<file path="src/verilog/mpt_regs.svh">
// Register offsets, field positions, reset values and counts of the PWM timer
`ifndef MPT_REGS_SVH
`define MPT_REGS_SVH

// ---------------------------------------------
// Byte offsets
// ---------------------------------------------
`define MPT_OFF_STAT 8'h00
`define MPT_OFF_CTRL 8'h04
`define MPT_OFF_COUNT 8'h08
`define MPT_OFF_PLIM 8'h0c
`define MPT_OFF_PCNT 8'h10
`define MPT_OFF_MCTL 8'h14
`define MPT_OFF_CSRC 8'h18
`define MPT_OFF_OCFG 8'h1c
`define MPT_OFF_LATCH 8'h20
`define MPT_OFF_MASK 8'h24
`define MPT_OFF_MR0 8'h28

// ---------------------------------------------
// Field positions
// ---------------------------------------------
`define MPT_CTRL_EN 0
`define MPT_CTRL_RST 1
`define MPT_CTRL_PWM 3
`define MPT_MCTL_IRQ 0
`define MPT_MCTL_RST 1
`define MPT_MCTL_STOP 2
`define MPT_CSRC_SEL 2
`define MPT_OCFG_EN_LSB 8

// ---------------------------------------------
// Counts and reset values
// ---------------------------------------------
`define MPT_NUM_MR 7
`define MPT_NUM_OUT 6
`define MPT_RST_WORD 32'h0000_0000

`endif

</file>
<file path="src/verilog/mpt_pkg.sv">
// Types shared by the PWM timer
package mpt_pkg;

   // Count clock source
   typedef enum logic [1:0] {
      MPT_SRC_TIMER,
      MPT_SRC_RISE,
      MPT_SRC_FALL,
      MPT_SRC_BOTH
   } mpt_src_type;

   // Latched bus address phase
   typedef struct packed {
      logic valid;
      logic write;
      logic [7:0] addr;
   } mpt_dphase_type;

   // Per-match action
   typedef struct packed {
      logic stop;
      logic rst;
      logic irq;
   } mpt_mact_type;

endpackage

</file>
<file path="src/verilog/mpt_pwm_timer.sv">
// PWM timer/counter with prescaler, seven match registers and AHB-Lite registers
`timescale 1ns/100ps
`include "mpt_regs.svh"

module mpt_pwm_timer #(
   parameter int CW = 32
) (
   input wire logic sys_clk_in,
   input wire logic resetn_in,
   input wire logic hsel_in,
   input wire logic [31:0] haddr_in,
   input wire logic [1:0] htrans_in,
   input wire logic hwrite_in,
   input wire logic [2:0] hsize_in,
   input wire logic [31:0] hwdata_in,
   input wire logic hready_in,
   output logic [31:0] hrdata_out,
   output logic hreadyout_out,
   output logic hresp_out,
   input wire logic [1:0] cap_in,
   output logic [`MPT_NUM_OUT-1:0] pwm_out,
   output logic irq_out
);

   localparam int NM = `MPT_NUM_MR;
   localparam int NO = `MPT_NUM_OUT;

   // ---------------------------------------------
   // State
   // ---------------------------------------------
   logic [CW-1:0] tc;
   logic [CW-1:0] pc;
   logic [CW-1:0] plim;
   logic [CW-1:0] mr_sh [NM];
   logic [CW-1:0] mr_act [NM];
   mpt_pkg::mpt_mact_type mctl [NM];
   logic [NM-1:0] stat;
   logic [NM-1:0] mask;
   logic [NM-1:0] ler;
   logic [NM-1:0] hit;
   logic [NO-1:0] dbl;
   logic [NO-1:0] oen;
   logic [2:0] csrc;
   logic en;
   logic crst;
   logic pwm_mode;
   logic cap_prev;
   logic cap_sel;
   logic ev;
   logic run;
   logic tick;
   logic rst_hit;
   logic stop_hit;
   logic [NM-1:0] irq_hit;
   mpt_pkg::mpt_dphase_type dp;
   logic rd_done;
   logic rd_cyc;
   logic wr;
   logic [31:0] rd_word;

   // ---------------------------------------------
   // Helpers
   // ---------------------------------------------
   function automatic logic mr_addr(input logic [7:0] a, input int i);
      return a == (`MPT_OFF_MR0 + 8'(4 * i));
   endfunction

   function automatic logic [31:0] widen(input logic [CW-1:0] v);
      return 32'(v);
   endfunction

   // ---------------------------------------------
   // AHB-Lite slave
   // ---------------------------------------------
   always_ff @(posedge sys_clk_in) begin
      if (!resetn_in) begin
         dp <= '0;
      end else if (hready_in) begin
         dp <= '{valid: hsel_in && htrans_in[1], write: hwrite_in, addr: haddr_in[7:0]};
      end
   end

   assign rd_cyc = dp.valid && !dp.write && !rd_done;
   assign wr = dp.valid && dp.write;
   assign hreadyout_out = !rd_cyc;
   assign hresp_out = 1'b0;

   always_ff @(posedge sys_clk_in) begin
      if (!resetn_in) begin
         rd_done <= 1'b0;
      end else begin
         rd_done <= rd_cyc;
      end
   end

   always_ff @(posedge sys_clk_in) begin
      if (!resetn_in) begin
         hrdata_out <= `MPT_RST_WORD;
      end else if (rd_cyc) begin
         hrdata_out <= rd_word;
      end
   end

   always_comb begin
      rd_word = `MPT_RST_WORD;
      case (dp.addr)
         `MPT_OFF_STAT: rd_word = 32'(stat);
         `MPT_OFF_CTRL: rd_word = 32'({pwm_mode, 1'b0, crst, en});
         `MPT_OFF_COUNT: rd_word = widen(tc);
         `MPT_OFF_PLIM: rd_word = widen(plim);
         `MPT_OFF_PCNT: rd_word = widen(pc);
         `MPT_OFF_MCTL: begin
            for (int i = 0; i < NM; i++) begin
               rd_word[3*i +: 3] = mctl[i];
            end
         end
         `MPT_OFF_CSRC: rd_word = 32'(csrc);
         `MPT_OFF_OCFG: rd_word = 32'({oen, 2'b00, dbl});
         `MPT_OFF_LATCH: rd_word = 32'(ler);
         `MPT_OFF_MASK: rd_word = 32'(mask);
         default: begin
            for (int i = 0; i < NM; i++) begin
               if (mr_addr(dp.addr, i)) begin
                  rd_word = widen(mr_sh[i]);
               end
            end
         end
      endcase
   end

   // ---------------------------------------------
   // Configuration registers
   // ---------------------------------------------
   always_ff @(posedge sys_clk_in) begin
      if (!resetn_in) begin
         en <= 1'b0;
         crst <= 1'b0;
         pwm_mode <= 1'b0;
      end else if (wr && dp.addr == `MPT_OFF_CTRL) begin
         en <= hwdata_in[`MPT_CTRL_EN];
         crst <= hwdata_in[`MPT_CTRL_RST];
         pwm_mode <= hwdata_in[`MPT_CTRL_PWM];
      end else if (stop_hit) begin
         en <= 1'b0;
      end
   end

   always_ff @(posedge sys_clk_in) begin
      if (!resetn_in) begin
         plim <= '0;
         csrc <= '0;
         dbl <= '0;
         oen <= '0;
         mask <= '0;
         for (int i = 0; i < NM; i++) begin
            mctl[i] <= '0;
         end
      end else if (wr) begin
         case (dp.addr)
            `MPT_OFF_PLIM: plim <= hwdata_in[CW-1:0];
            `MPT_OFF_CSRC: csrc <= hwdata_in[2:0];
            `MPT_OFF_OCFG: begin
               dbl <= hwdata_in[NO-1:0];
               oen <= hwdata_in[`MPT_OCFG_EN_LSB +: NO];
            end
            `MPT_OFF_MASK: mask <= hwdata_in[NM-1:0];
            `MPT_OFF_MCTL: begin
               for (int i = 0; i < NM; i++) begin
                  mctl[i] <= hwdata_in[3*i +: 3];
               end
            end
            default: begin
            end
         endcase
      end
   end

   // ---------------------------------------------
   // Count source and prescaler
   // ---------------------------------------------
   assign cap_sel = cap_in[csrc[`MPT_CSRC_SEL]];

   always_ff @(posedge sys_clk_in) begin
      if (!resetn_in) begin
         cap_prev <= 1'b0;
      end else begin
         cap_prev <= cap_sel;
      end
   end

   always_comb begin
      unique case (mpt_pkg::mpt_src_type'(csrc[1:0]))
         mpt_pkg::MPT_SRC_TIMER: ev = 1'b1;
         mpt_pkg::MPT_SRC_RISE: ev = cap_sel && !cap_prev;
         mpt_pkg::MPT_SRC_FALL: ev = !cap_sel && cap_prev;
         mpt_pkg::MPT_SRC_BOTH: ev = cap_sel ^ cap_prev;
      endcase
   end

   assign run = en && !crst;
   assign tick = run && ev && pc == plim;

   always_ff @(posedge sys_clk_in) begin
      if (!resetn_in || crst) begin
         pc <= '0;
      end else if (run && ev) begin
         pc <= (pc == plim) ? '0 : pc + 1'b1;
      end
   end

   // ---------------------------------------------
   // Match logic and counter
   // ---------------------------------------------
   always_comb begin
      rst_hit = 1'b0;
      stop_hit = 1'b0;
      for (int i = 0; i < NM; i++) begin
         hit[i] = tick && tc == mr_act[i];
         irq_hit[i] = hit[i] && mctl[i].irq;
         rst_hit = rst_hit | (hit[i] && mctl[i].rst);
         stop_hit = stop_hit | (hit[i] && mctl[i].stop);
      end
   end

   always_ff @(posedge sys_clk_in) begin
      if (!resetn_in || crst) begin
         tc <= '0;
      end else if (tick) begin
         tc <= rst_hit ? '0 : tc + 1'b1;
      end
   end

   // ---------------------------------------------
   // Match registers with release
   // ---------------------------------------------
   always_ff @(posedge sys_clk_in) begin
      if (!resetn_in) begin
         for (int i = 0; i < NM; i++) begin
            mr_sh[i] <= '0;
            mr_act[i] <= '0;
         end
      end else begin
         for (int i = 0; i < NM; i++) begin
            if (wr && mr_addr(dp.addr, i)) begin
               mr_sh[i] <= hwdata_in[CW-1:0];
               if (!pwm_mode) begin
                  mr_act[i] <= hwdata_in[CW-1:0];
               end
            end
            if (pwm_mode && hit[0] && ler[i]) begin
               mr_act[i] <= mr_sh[i];
            end
         end
      end
   end

   always_ff @(posedge sys_clk_in) begin
      if (!resetn_in) begin
         ler <= '0;
      end else begin
         ler <= (ler & ~((pwm_mode && hit[0]) ? ler : '0))
               | ((wr && dp.addr == `MPT_OFF_LATCH) ? hwdata_in[NM-1:0] : '0);
      end
   end

   // ---------------------------------------------
   // Pulse outputs
   // ---------------------------------------------
   always_ff @(posedge sys_clk_in) begin
      if (!resetn_in) begin
         pwm_out <= '0;
      end else begin
         for (int j = 0; j < NO; j++) begin
            if (!pwm_mode || !oen[j]) begin
               pwm_out[j] <= 1'b0;
            end else if (hit[j + 1]) begin
               pwm_out[j] <= 1'b0;
            end else if (dbl[j] ? hit[j] : hit[0]) begin
               pwm_out[j] <= 1'b1;
            end
         end
      end
   end

   // ---------------------------------------------
   // Interrupts
   // ---------------------------------------------
   always_ff @(posedge sys_clk_in) begin
      if (!resetn_in) begin
         stat <= '0;
      end else begin
         stat <= (stat & ~((wr && dp.addr == `MPT_OFF_STAT) ? hwdata_in[NM-1:0] : '0)) | irq_hit;
      end
   end

   assign irq_out = |(stat & mask);
endmodule

</file>
<file path="config.mk">
export PLATFORM = sky130hd
export DESIGN_NAME = mpt_pwm_timer
export DESIGN_NICKNAME = d
export VERILOG_FILES = /design/src/verilog/mpt_pkg.sv /design/src/verilog/mpt_pwm_timer.sv
export VERILOG_INCLUDE_DIRS = /design/src /design/src/verilog
export SDC_FILE = /design/constraint.sdc
export NUM_CORES = 1
export LEC_CHECK = 0
export BUFFER_PORTS_ARGS = -buffer_cell sky130_fd_sc_hd__clkbuf_2
export CAP_MARGIN = 20
export CORE_ASPECT_RATIO = 1.1
export CORE_MARGIN = 2
export CORE_UTILIZATION = 30
export DETAILED_ROUTE_END_ITERATION = 10
export PLACE_DENSITY_LB_ADDON = 0.1
export SLEW_MARGIN = 10
export SYNTH_ARGS = -nofsm -noshare
export SYNTH_HDL_FRONTEND = slang
export SYNTH_SLANG_ARGS = --single-unit
</file>
<file path="constraint.sdc">
create_clock -name sys_clk_in -period 4.7 [get_ports sys_clk_in]
set_clock_uncertainty 0.1 [all_clocks]
set_input_delay 1.175 -clock sys_clk_in [delete_from_list [all_inputs] [get_ports sys_clk_in]]
set_output_delay 1.175 -clock sys_clk_in [all_outputs]
set_load 0.1 [all_outputs]
</file>
==> run summary <==
status - finished clean
Top FF cell, synth - edfxtp_1
CTS tree - built
number of synthesized flops with an enable pin - 469
Congestion Overflow GR - 0
post-route ant nets - 0
Cell Chain, Critical Path - buf_4, xnor2_1, nand4_1, nor4_2, buf_4, nand2_2, nor2_4, and3_1, or3b_2, buf_4
crit path DAT - 3.89 ns
Switching Fraction - 24.4%
CTS Buf Count - 74
crit end category - flop
routed length on met3 - 10,300 µm
DIE WIDTH - 309 µm
Post-Syn Area - 30,800 µm²
worst hold-check path type - reg -> reg
Avg Inst Size Synth - 11.1 µm²
Max Slew Vio Count - 0
synth unique cells - 69
relative slew slack - 26.0%
area post-placement - 33,000 µm²
startpoint types - flop
Clock Latency Late Sink - 0.64 ns
Remaining DRCs - 0
Total Routing Usage GR - 25.5%
commonest non-fill, non-tap cell in the layout - edfxtp_1
Post-Layout Cell Count - 4,239
Post-Syn Nets - 2,844
Design Area, Final - 35,400 µm²
Synth Register Bits - 654
final worst-path cycle share - 78.0%
yosys warns - 0
worst hold start - hrdata_out[0]$_SDFFE_PN0P_
most frequent cells in the layout - edfxtp_1 (469), nor2_1 (280), nand2_1 (250)
met2 WL post-DR - 62,900 µm
Flop pwr share - 50.2%
highest metal used - met4
crit path from - tc[19]$_SDFFE_PP0P_
combinational power share - 5.5%
area grow syn2layout - 15.0%
number of port buffers - 87
clock power share - 44.3%
Layout fillers - 10,200
unrepaired setup endpoints after global routing - false
vias in the first global route - 23,200
Inst Count DP - 4,107
Synth area leaders - edfxtp_1 (46%), dfxtp_1 (12%), xnor2_1 (5.6%), nor2_1 (3.5%), a22o_1 (3.4%)
core region area - 102,000 µm²
CTS clk-pin slew, worst paths - 0.06 ns
cell family with most CP delay - simple AND/OR/NAND/NOR gates
Root Driver - clkbuf_16
CP max stage delay - 0.53 ns
Starting Density - 30.1%
post-DP HPWL - 100,000 µm
Final setup violation count - 0
asr flop ratio synth - 0%
H-Tree Level Count - 3
final hold violation count - 0
Mapped Cells - 2,764
quantity of gates resized following cts - 0
Die Y - 340 µm
nets - 2,889
slowest CP cell - xnor2_1
maxcap violations - 0
DR vias - 23,700
worst vdd ir - 0.000233 V
layout cells sized above 1 - 12.5%
hold_buf cts - 0
final weighted congestion in routability-driven placement - 0.905
Yosys top cell area share - 45.8%
switching power - 3.15 mW
I/O pin total - 117
WL per Instance - 31.9 µm
final WL - 135,000 µm
Pwr Density - 365 nW/µm²
first-pass GRT wire length - 187,000 µm
Starting DRT DRC Count - 2,817
Crit Path Class - reg -> reg
internal power - 9.77 mW
Row Count - 123
origin of the critical flop-to-flop path - tc[19]$_SDFFE_PP0P_
M1 wire length - 56,600 µm
worst path required time - 4.93 ns
clock buffer depth - 3
post-layout util - 34.7%
full die area - 105,000 µm²
largest area contributor in the netlist - edfxtp_1
# clock sinks - 654
pin count of the biggest net entering global routing - 82
worst-margin pin slew - 1.10 ns
Via density - 5.58
Buf/Inv on CP - 3
Crit Path Max Fanout - 13
aggregate negative setup slack - 0 ns
Post-CTS Setup Inserts - 0
initial antenna violation count - 2
Initial DRT Pass Iterations - 6
Seq/Total Area, Yosys - 57.8%
fmax - 273 MHz
Tmin final - 3.67 ns
CP most frequent cell - buf_4
leakage power - 12.1 nW
-- worst register-to-register path: cells and delay by family (launching register included) --
kind	cells	cell delay, ns
simple gates	6	1.73
buf+inv	3	0.70
xor+xnor	1	0.54
flops	1	0.30
-- cells in the mapped netlist, drive strengths merged, types with 35 or more instances --
| cell | n |
|---|---|
| nor4 | 48 |
| nor3 | 53 |
| a22o | 118 |
| clkbuf | 140 |
| edfxtp | 469 |
| xor2 | 114 |
| a22oi | 81 |
| nor2 | 294 |
| xnor2 | 197 |
| nand2 | 257 |
| dfxtp | 185 |
| a221oi | 35 |
| inv | 60 |
| o2bb2ai | 99 |
| buf | 102 |
| nand3 | 49 |
| o21ai | 78 |
| a21oi | 40 |
| a21boi | 60 |
| nand4 | 71 |
-- layer usage --
layer | up-vias | GRT usage, %
met2 | 1107 | 41.1
met4 | 0 | 9.86
met5 | - | 0
met1 | 12100 | 34.5
met3 | 200 | 3.61
li1 | 10200 | -
-- stage by stage --
step	hold WS, ns	worst slack (ns)	power [mW]
floorplan	0.335	0.0246	6.92
global placement	0.355	0.456	7.30
detailed placement	0.358	0.456	7.31
CTS	0.366	1.09	13.0
global route	0.391	1.06	13.3
finish	0.361	1.03	12.9
-- kinds of logic (layout without fill, tap and decap cells) --
logic type,Yosys count,after routing,share of synthesized area [%]
AND/OR/NAND/NOR,881,881,13.6
flip-flops,654,654,57.8
AO/OA/AOI/OAI,593,593,14.7
XOR/XNOR,311,311,8.88
buffers and inverters,302,400,4.26
multiplexers,18,18,0.586
adder cells (fa/ha/maj),4,4,0.163
other,1,3,0.0122
-- final timing paths --
kind	cells past startpoint	end	slack (ns)
setup / recovery	10	mr_act[2][29]$_SDFFCE_PN0P_	1.03
hold / removal	2	hrdata_out[0]$_SDFFE_PN0P_	0.36
setup reg to reg	10	mr_act[2][29]$_SDFFCE_PN0P_	1.03
hold reg to reg	2	hrdata_out[0]$_SDFFE_PN0P_	0.36
-- sequential cells by signal, indices dropped and copies added, names as in the netlist, 7 cells and up --
name        count
mctl           21
pc             32
mr_act        224
tc             32
mask            7
dp             10
ler             7
stat            7
hrdata_out     32
mr_sh         224
plim           32
-- power groups by stage --
stage	clock network (mW)	logic (mW)	registers, mW
5_1_grt	6.02	0.738	6.49
3_3_place_gp	0	0.705	6.60
3_5_place_dp	0	0.706	6.60
2_1_floorplan	0	0.314	6.61
4_1_cts	5.81	0.708	6.48
6_report	5.72	0.711	6.48
-- final cells by class --
class / count / area (µm²) / area share [%]
multi-input combinational: 1808 / 11800 / 33.4
inverter: 60 / 225 / 0.637
clock buffer: 108 / 2150 / 6.07
sequential: 654 / 17800 / 50.3
clock inverter: 21 / 158 / 0.446
tap: 1375 / 1720 / 4.87
timing repair buffer: 211 / 1510 / 4.28
antenna: 2 / 5.00 / 0.0142
(Power assumes the default switching activity.)
